$ cat src/hdl/host_port_cfg.svh
// constants of the host port data and address registers
// assumes inclusion by bare name from the design files
`ifndef HOST_PORT_CFG_SVH
`define HOST_PORT_CFG_SVH
`define HP_DATA_RST  32'h0000_0000
`define HP_ADDR_RST  32'h0000_0000
`define HP_HALF_ZERO 16'h0000
`define HP_HI_MSB    31
`define HP_HI_LSB    16
`define HP_LO_MSB    15
`define HP_LO_LSB    0
`define HP_SEL_DATA  1'b0
`define HP_SEL_ADDR  1'b1
`endif

$ cat src/hdl/host_port_pkg.sv
// types of the host port data and address registers
// assumes host_port_cfg.svh for the numeric constants
package host_port_pkg;
  typedef logic [31:0] word_t;
  typedef logic [15:0] half_t;
  typedef enum logic {
    RD_IDLE,
    RD_WAIT
  } rd_state_t;
endpackage

$ cat src/hdl/host_port_data_address_regs.sv
// host data port and the read/write address registers of the host port
// assumes host strobes already decoded to requests on sys_clk_i, held until host_ready_o
//
// Contract
// - one 32-bit data register between host and dma
// - host write fills word, then dma takes it
// - dma fills word first, then host reads it
// - 16-bit mode: two halfwords make one word
// - host reads/writes data; cpu has no access
// - multiplexed data goes through read and write fifos
// - separate read and write 32-bit address registers
// - single or dual address register configuration
// - host reads/writes addresses; cpu only reads
// - data and address registers reset to zero
// - halfword order picks which half comes first
`timescale 1ns/1ps
`include "host_port_cfg.svh"
module host_port_data_address_regs
  import host_port_pkg::*;
(
  input  wire logic  sys_clk_i,
  input  wire logic  rst_n_i,
  input  wire logic  ce_i,
  input  wire logic  mux16_i,
  input  wire logic  halfword_order_i,
  input  wire logic  dual_addr_i,
  input  wire logic  host_req_i,
  input  wire logic  host_rnw_i,
  input  wire logic  host_sel_i,
  input  wire logic  host_addr_sel_i,
  input  wire logic  host_second_i,
  input  wire word_t host_wdata_i,
  output word_t      host_rdata_o,
  output logic       host_ready_o,
  output logic       wr_valid_o,
  output word_t      wr_data_o,
  output word_t      wr_addr_o,
  input  wire logic  wr_ready_i,
  output logic       rd_req_o,
  output word_t      rd_addr_o,
  input  wire logic  rd_valid_i,
  input  wire word_t rd_data_i,
  output word_t      cpu_rd_addr_o,
  output word_t      cpu_wr_addr_o
);

  word_t     host_data_port;
  word_t     host_data_next;
  word_t     read_address_reg;
  word_t     read_address_next;
  word_t     write_address_reg;
  word_t     write_address_next;
  word_t     wf_data_reg;
  word_t     wf_data_next;
  word_t     wf_addr_reg;
  word_t     wf_addr_next;
  logic      wf_full_reg;
  logic      wf_full_next;
  word_t     rf_data_reg;
  word_t     rf_data_next;
  logic      rf_full_reg;
  logic      rf_full_next;
  rd_state_t rd_state_reg;
  rd_state_t rd_state_next;
  word_t     rdata_reg;
  word_t     rdata_next;
  logic      to_high;
  logic      word_done;
  logic      acc;
  logic      is_data;
  logic      is_addr;
  half_t     in_half;
  word_t     addr_src;
  word_t     addr_val;

  function automatic word_t merge(input word_t old, input half_t hw, input logic hi);
    merge = hi ? {hw, old[`HP_LO_MSB:`HP_LO_LSB]} : {old[`HP_HI_MSB:`HP_HI_LSB], hw};
  endfunction

  function automatic word_t pick(input word_t src, input logic m16, input logic hi);
    if (!m16) begin
      pick = src;
    end else if (hi) begin
      pick = {`HP_HALF_ZERO, src[`HP_HI_MSB:`HP_HI_LSB]};
    end else begin
      pick = {`HP_HALF_ZERO, src[`HP_LO_MSB:`HP_LO_LSB]};
    end
  endfunction

  assign in_half   = host_wdata_i[`HP_LO_MSB:`HP_LO_LSB];
  assign to_high   = ~host_second_i ^ halfword_order_i;
  assign word_done = ~mux16_i | host_second_i;
  assign is_data   = host_sel_i == `HP_SEL_DATA;
  assign is_addr   = host_sel_i == `HP_SEL_ADDR;
  assign addr_src  = (dual_addr_i && host_addr_sel_i) ? write_address_reg : read_address_reg;

  // a write stalls only on the word-completing half, so a first half never waits
  always_comb begin
    host_ready_o = 1'b1;
    if (host_req_i && is_data) begin
      if (!host_rnw_i) begin
        host_ready_o = ~(word_done & wf_full_reg);
      end else begin
        host_ready_o = rf_full_reg;
      end
    end
  end

  assign acc = ce_i & host_req_i & host_ready_o;

  always_comb begin
    host_data_next     = host_data_port;
    read_address_next  = read_address_reg;
    write_address_next = write_address_reg;
    wf_data_next       = wf_data_reg;
    wf_addr_next       = wf_addr_reg;
    wf_full_next       = wf_full_reg;
    rf_data_next       = rf_data_reg;
    rf_full_next       = rf_full_reg;
    rd_state_next      = rd_state_reg;
    rdata_next         = rdata_reg;
    addr_val           = mux16_i ? merge(addr_src, in_half, to_high) : host_wdata_i;
    if (wf_full_reg && wr_ready_i) begin
      wf_full_next = 1'b0;
    end
    case (rd_state_reg)
      RD_IDLE: begin
        if (host_req_i && is_data && host_rnw_i && !rf_full_reg) begin
          rd_state_next = RD_WAIT;
        end
      end
      RD_WAIT: begin
        if (rd_valid_i) begin
          rf_data_next  = rd_data_i;
          rf_full_next  = 1'b1;
          rd_state_next = RD_IDLE;
        end
      end
      default: begin
        rd_state_next = RD_IDLE;
      end
    endcase
    if (acc && is_data && !host_rnw_i) begin
      host_data_next = mux16_i ? merge(host_data_port, in_half, to_high) : host_wdata_i;
      if (word_done) begin
        wf_data_next = host_data_next;
        wf_addr_next = write_address_reg;
        wf_full_next = 1'b1;
      end
    end
    if (acc && is_data && host_rnw_i) begin
      host_data_next = rf_data_reg;
      rdata_next     = pick(rf_data_reg, mux16_i, to_high);
      if (word_done) begin
        rf_full_next = 1'b0;
      end
    end
    // the host owns these; values are taken as word addresses untouched
    if (acc && is_addr && !host_rnw_i) begin
      if (!dual_addr_i) begin
        read_address_next  = addr_val;
        write_address_next = addr_val;
      end else if (host_addr_sel_i) begin
        write_address_next = addr_val;
      end else begin
        read_address_next = addr_val;
      end
    end
    if (acc && is_addr && host_rnw_i) begin
      rdata_next = pick(addr_src, mux16_i, to_high);
    end
  end

  always_ff @(posedge sys_clk_i or negedge rst_n_i) begin
    if (!rst_n_i) begin
      host_data_port    <= `HP_DATA_RST;
      read_address_reg  <= `HP_ADDR_RST;
      write_address_reg <= `HP_ADDR_RST;
      wf_data_reg       <= `HP_DATA_RST;
      wf_addr_reg       <= `HP_ADDR_RST;
      wf_full_reg       <= 1'b0;
      rf_data_reg       <= `HP_DATA_RST;
      rf_full_reg       <= 1'b0;
      rd_state_reg      <= RD_IDLE;
      rdata_reg         <= `HP_DATA_RST;
    end else if (ce_i) begin
      host_data_port    <= host_data_next;
      read_address_reg  <= read_address_next;
      write_address_reg <= write_address_next;
      wf_data_reg       <= wf_data_next;
      wf_addr_reg       <= wf_addr_next;
      wf_full_reg       <= wf_full_next;
      rf_data_reg       <= rf_data_next;
      rf_full_reg       <= rf_full_next;
      rd_state_reg      <= rd_state_next;
      rdata_reg         <= rdata_next;
    end
  end

  assign host_rdata_o  = rdata_reg;
  assign wr_valid_o    = wf_full_reg;
  assign wr_data_o     = wf_data_reg;
  assign wr_addr_o     = wf_addr_reg;
  assign rd_req_o      = rd_state_reg == RD_WAIT;
  assign rd_addr_o     = read_address_reg;
  // cpu gets a view only; there is no cpu path to the data register
  assign cpu_rd_addr_o = read_address_reg;
  assign cpu_wr_addr_o = write_address_reg;
endmodule

$ cat config.mk
export PLATFORM = sky130hd
export DESIGN_NAME = host_port_data_address_regs
export DESIGN_NICKNAME = d
export VERILOG_FILES = /design/src/hdl/host_port_pkg.sv /design/src/hdl/host_port_data_address_regs.sv
export VERILOG_INCLUDE_DIRS = /design/src /design/src/hdl
export SDC_FILE = /design/constraint.sdc
export NUM_CORES = 1
export LEC_CHECK = 0
export BUFFER_PORTS_ARGS = -buffer_cell sky130_fd_sc_hd__buf_2
export CORE_ASPECT_RATIO = 0.6
export CORE_MARGIN = 1
export CORE_UTILIZATION = 53
export CTS_CLUSTER_SIZE = 8
export DETAILED_ROUTE_END_ITERATION = 6
export GPL_TIMING_DRIVEN = 0
export PLACE_DENSITY = 0.8
export SYNTH_ARGS = -nofsm -noshare
export SYNTH_HDL_FRONTEND = slang
export SYNTH_SLANG_ARGS = --single-unit
$ cat constraint.sdc
create_clock -name sys_clk_i -period 3.5 [get_ports sys_clk_i]
set_input_delay 0.7 -clock sys_clk_i [delete_from_list [all_inputs] [get_ports sys_clk_i]]
set_output_delay 0.7 -clock sys_clk_i [all_outputs]
set_load 0.02 [all_outputs]
# --- Yosys cells after proc, flatten, opt, wreduce, memory -nomap -nowiden ---
# Index checks and enable logic that the tools add are counted.
totals:
  reg_bits: 227
  inputBits: 77
  wordCells: 72
op_classes:
  eq_ne: 2
  mux: 29
  bitwise: 10
  reduce_logical: 21
ops:
  columns: ["op", "count"]
  rows:
  - ["2-to-1 mux 32 bit", 15]
  - ["2-to-1 mux 16 bit", 2]
  - ["AND reduction 3 bit", 4]
  - ["logical AND 1 bit", 11]
  - ["2-to-1 mux 1 bit", 11]
  - ["NOT 1 bit", 5]
  - ["AND reduction 2 bit", 2]
  - ["nonzero test 2 bit", 2]
  - ["AND 1 bit", 3]
  - ["logical NOT 1 bit", 2]
  - ["!= test 2 x 1 -> 1 bit (second input constant)", 1]
  - ["!= test 2 bit (second input constant)", 1]
  - ["case mux 1 bit (2 select lines)", 1]
  - ["OR 1 bit", 1]
  - ["bitwise XOR 1 bit", 1]

# --- Depth between registers and ports, before layout ---
logic_depth:
  ltp_word: 11
  mapped_depth: 7

# --- Least setup slack after synthesis ---
# Ideal clock, no wire load.
synth_timing:
  path_type: "input-to-reg"
  start: "input host_sel_i"
  end: "register read_address_reg[22], in the netlist cpu_rd_addr_o[22]"
  setup_ps: 125
  t_arrival_ps: 2062
  setup_slack_ps: 1313
  stages: 5
  path_buffers: 2
  path_cell_list: "buf_2 > nand4b_1 > nor2_1 > buf_2 > mux2_2"
synth_between:
  elab_chain_cells: 7
synth_lines:
  columns: ["item", "line", "text"]
  rows:
  - ["start, declared", "host_port_data_address_regs.sv:29", "input wire logic host_sel_i,"]
  - ["NOT 1 bit (no line)", null, null]
  - ["logical AND 1 bit", "host_port_data_address_regs.sv:100", "if (host_req_i && is_data) begin"]
  - ["2-to-1 mux 1 bit", "host_port_data_address_regs.sv:100", null]
  - ["AND 1 bit", "host_port_data_address_regs.sv:109", "assign acc = ce_i & host_req_i & host_ready_o;"]
  - ["logical AND 1 bit * (2 in a row)", "host_port_data_address_regs.sv:159", "if (acc && is_addr && !host_rnw_i) begin"]
  - ["AND reduction 3 bit (no line) *", null, null]
  - ["end signal, assigned", "host_port_data_address_regs.sv:177", "read_address_reg <= `HP_ADDR_RST;"]
  - ["end signal, assigned", "host_port_data_address_regs.sv:188", "read_address_reg <= read_address_next;"]
  - ["end, declared", "host_port_data_address_regs.sv:49", "word_t read_address_reg;"]
# Mark *: on every way between the ends. The rest lies on a longest branch, timed or not.
# A chain may end at the register's enable or synchronous reset.

# --- Worst setup path after layout ---
layout_timing:
  start: "input dual_addr_i"
  end: "register read_address_reg[26], in the netlist cpu_rd_addr_o[26]"
layout_between:
  elab_chain_cells: 6
layout_lines:
  columns: ["item", "line", "text"]
  rows:
  - ["start, declared", "host_port_data_address_regs.sv:26", "input wire logic dual_addr_i,"]
  - ["logical AND 1 bit", "host_port_data_address_regs.sv:95", "assign addr_src = (dual_addr_i && host_addr_sel_i) ? write_address_reg : read_address_reg;"]
  - ["2-to-1 mux 32 bit", "host_port_data_address_regs.sv:95", null]
  - ["2-to-1 mux 32 bit", "host_port_data_address_regs.sv:77", "merge = hi ? {hw, old[`HP_LO_MSB:`HP_LO_LSB]} : {old[`HP_HI_MSB:`HP_HI_LSB], hw};"]
  - ["2-to-1 mux 32 bit", "host_port_data_address_regs.sv:122", "addr_val = mux16_i ? merge(addr_src, in_half, to_high) : host_wdata_i;"]
  - ["2-to-1 mux 32 bit", "host_port_data_address_regs.sv:163", "end else if (host_addr_sel_i) begin"]
  - ["2-to-1 mux 32 bit", "host_port_data_address_regs.sv:160", "if (!dual_addr_i) begin"]
# Several ways; a longest one is shown, not always the timed one. The select of a mux whose other input is x is not followed.

==> impl_table.tex <==
\begin{tabular}{lr}
\hline
Metric & Value \\
\hline
\multicolumn{2}{l}{\textbf{Status}} \\
Result of the run & completed \\
\multicolumn{2}{l}{\textbf{Layout}} \\
Fraction of layout instances using a drive strength above 1 & 0.438 \\
Number of nets in the layout & 1271 \\
P\&R area growth vs syn & 24.8\% \\
\multicolumn{2}{l}{\textbf{Power and ir drop}} \\
Combinational Power Share & 0.339 \\
NetSw & 4.17 mW \\
VDD IR-drop max & 416 µV \\
Leakage & 6.58 nW \\
Fraction of power spent switching nets & 0.372 \\
Internal power & 7.05 mW \\
Areal power density over the cells & 838 mW/mm² \\
Reg power frac & 0.399 \\
Clock network power share & 0.261 \\
\multicolumn{2}{l}{\textbf{Critical path}} \\
Critical Path AT & 2850 ps \\
Critical path endpoint & cpu\_rd\_addr\_o[26] \\
Maximum fanout encountered on the critical timing path & 10 \\
Capturing element type of the critical path & register \\
CP Class & in -> reg \\
Worst r2r src & rf\_full\_reg \\
Worst R2R End & host\_data\_port[27] \\
Launch point of the worst path & dual\_addr\_i \\
Critical Path RT & 3870 ps \\
Type of origin of the critical path & input port \\
Minimum setup slack among reg-to-reg paths & 1520 ps \\
Worst Reg2Reg Path Length in Cells & 5 \\
\multicolumn{2}{l}{\textbf{Drt}} \\
Routed length per placed instance & 25.0 µm \\
Vias & 9153 \\
Violation count after the first detailed-route iteration & 860 \\
First-pass detailed-route iteration total & 6 \\
Avg Vias per Cell & 6.26 \\
Number of remaining DRC errors & 0 \\
Final ANT Viol Nets & 0 \\
Routed WL & 36500 µm \\
\multicolumn{2}{l}{\textbf{Global route}} \\
Wire length of the first global-routing pass & 54200 µm \\
Vias in the first global route & 8825 \\
Largest net degree at the start of global routing & 121 \\
Antenna violations before repair & 3 \\
Aggregate global routing overflow & 0 \\
Aggregate global-route resource usage & 0.356 \\
\multicolumn{2}{l}{\textbf{Yosys}} \\
Count of synthesis-stage warnings from yosys & 0 \\
Synthesized netlist net count & 964 \\
Async set-or-reset flop fraction in the synthesized netlist & 1.00 \\
Flops \& latches, synth & 227 \\
Most numerous cell in the Yosys netlist & sky130\_fd\_sc\_hd\_\_dfrtp\_1 \\
Most instantiated cells after synthesis & sky130\_fd\_sc\_hd\_\_dfrtp\_1, sky130\_fd\_sc\_hd\_\_mux2\_2, sky130\_fd\_sc\_hd\_\_mux2i\_1, sky130\_fd\_sc\_hd\_\_nor2\_1, sky130\_fd\_sc\_hd\_\_nand2\_1 \\
Cell types with the largest area share after synthesis & sky130\_fd\_sc\_hd\_\_dfrtp\_1, sky130\_fd\_sc\_hd\_\_mux2\_2, sky130\_fd\_sc\_hd\_\_mux2i\_1, sky130\_fd\_sc\_hd\_\_a221o\_1, sky130\_fd\_sc\_hd\_\_buf\_4 \\
Mapped Cells & 887 \\
Primary FF master, synth & sky130\_fd\_sc\_hd\_\_dfrtp\_1 \\
Sequential cell area fraction in the yosys report & 0.530 \\
Number of synthesized flops with an enable pin & 0 \\
Synth Cell Area & 0.0107 mm² \\
Yosys top cell area share & 0.530 \\
Netlist cell types & 43 \\
Synthesized area per cell & 12.1 µm² \\
Most area-hungry cell type in the Yosys netlist & sky130\_fd\_sc\_hd\_\_dfrtp\_1 \\
\multicolumn{2}{l}{\textbf{Placement}} \\
Number of input and output port buffers inserted & 270 \\
Estimated wirelength of the detail-placed design & 27300 µm \\
Final Wtd Congestion & 0.958 \\
\multicolumn{2}{l}{\textbf{Floorplanning}} \\
Die span in x & 186 µm \\
Die Y & 112 µm \\
Initial core utilization & 0.552 \\
Number of top-level pins & 272 \\
Placeable core region & 0.0194 mm² \\
Total die area & 0.0208 mm² \\
Row count & 39 \\
\multicolumn{2}{l}{\textbf{Timing}} \\
Clock period minus final worst setup slack & 2480 ps \\
Maximum clock skew at final layout & 16.2 ps \\
Max-slew violation total from the final report & 0 \\
Final Setup Violations & 0 \\
Worst Hold Slack & 289 ps \\
Fmax achieved & 403 MHz \\
Post-route clock period utilization & 0.709 \\
Measured slew at the worst slew-check pin & 904 ps \\
Setup Total Neg Slack & 0 ps \\
Worst-case headroom to the max-slew limit & 0.397 \\
Unrepaired setup endpoints after global routing & no \\
Final-report hold violation count & 0 \\
\multicolumn{2}{l}{\textbf{CTS}} \\
Clock tree from TritonCTS & built \\
Number of gates resized after CTS & 0 \\
Insertion delay to the later sink of the worst-skew pair & 490 ps \\
Post CTS Setup Buffer Count & 0 \\
Clk sinks & 227 \\
Clock buffers created by TritonCTS & 34 \\
Clock Tree Buf Depth & 3 \\
CTS Hold Buffers Added & 0 \\
Clock-pin transition on the worst setup and hold timing paths & 50 ps \\
Clock root buffer master & sky130\_fd\_sc\_hd\_\_clkbuf\_16 \\
H-tree depth & 2 \\
\multicolumn{2}{l}{\textbf{Flow run}} \\
Number of violations of the max-capacitance limit & 0 \\
\multicolumn{2}{l}{\textbf{Worst hold path}} \\
Kind of path behind the tightest hold check & in -> async \\
\hline
\end{tabular}
cell families after synthesis:
| group | synth area share |
|---|---|
| AO/OA/AOI/OAI | 0.140 |
| buffers and inverters | 0.0502 |
| AND/OR/NAND/NOR | 0.0672 |
| flip-flops | 0.530 |
| XOR/XNOR | 0.00257 |
| multiplexers | 0.211 |
worst min path at each step:
stage	endpoint	slack (ps)
final	wr_addr_o[4]	290
after CTS	wr_addr_o[4]	340
after floorplan	cpu_rd_addr_o[0]	400
after global placement	host_rdata_o[7]	470
after detailed placement	host_rdata_o[2]	470
after global routing	wr_addr_o[26]	370
worst max-delay path, cell delays in order:
cell                      delay (ps)
sky130_fd_sc_hd__buf_2           120
sky130_fd_sc_hd__nand2_1         200
sky130_fd_sc_hd__buf_2           360
sky130_fd_sc_hd__mux2i_1         650
sky130_fd_sc_hd__o21ai_0         430
sky130_fd_sc_hd__mux2_2          380
power by group through the flow:
stage | registers (mW) | logic, mW | clock network (mW)
floorplan | 4.95 | 1.69 | 0
global placement | 4.43 | 3.68 | 0
detailed placement | 4.47 | 3.77 | 0
CTS | 4.44 | 3.79 | 2.94
global route | 4.57 | 4.07 | 3.07
finish | 4.48 | 3.81 | 2.93
cells in the final DEF, fill, tap and decap left out, types with 3 or more instances in the layout:
cell,instances
sky130_fd_sc_hd__o21ai_0,16
sky130_fd_sc_hd__mux2_2,143
sky130_fd_sc_hd__a31oi_1,35
sky130_fd_sc_hd__o221ai_1,16
sky130_fd_sc_hd__and2_1,16
sky130_fd_sc_hd__clkbuf_16,37
sky130_fd_sc_hd__inv_1,3
sky130_fd_sc_hd__buf_4,35
sky130_fd_sc_hd__nand2_1,50
sky130_fd_sc_hd__buf_1,3
sky130_fd_sc_hd__mux2i_1,64
sky130_fd_sc_hd__nand3_1,4
sky130_fd_sc_hd__a211oi_1,16
sky130_fd_sc_hd__o22ai_1,16
sky130_fd_sc_hd__buf_2,297
sky130_fd_sc_hd__clkbuf_1,27
sky130_fd_sc_hd__a2bb2oi_1,16
sky130_fd_sc_hd__dfrtp_1,227
sky130_fd_sc_hd__a22o_1,16
sky130_fd_sc_hd__nand2b_1,3
sky130_fd_sc_hd__a21oi_1,32
sky130_fd_sc_hd__nor2b_1,18
sky130_fd_sc_hd__nor2_1,51
sky130_fd_sc_hd__a221o_1,32
layer usage:
metal,global-route usage,vias up,wire length (µm)
li1,-,3865,-
met1,0.510,4557,15300
met2,0.492,630,14900
met3,0.151,95,5350
met4,0.0978,6,944
met5,0,-,43
metrics by stage:
stage	total power, mW	util	area, µm²	cells	setup slack [ps]
6_report	11.2	0.689	13400	1463	1020
5_1_grt	11.7	0.689	13400	1462	967
3_5_place_dp	8.23	0.641	12400	1424	592
2_1_floorplan	6.64	-	10700	887	1310
3_3_place_gp	8.10	0.639	12400	1423	-2150
4_1_cts	11.2	0.689	13400	1462	1110
final cells by class:
class                      instances  area (µm²)
tap                              266         333
multi-input combinational        563        4510
inverter                           3        11.3
fill                            1504        6040
antenna                            1        2.50
clock buffer                      37         926
buffer                            94         527
sequential                       227        5680
clock inverter                     1        7.51
timing repair buffer             271        1390
Power figures use the tool's default switching activity.
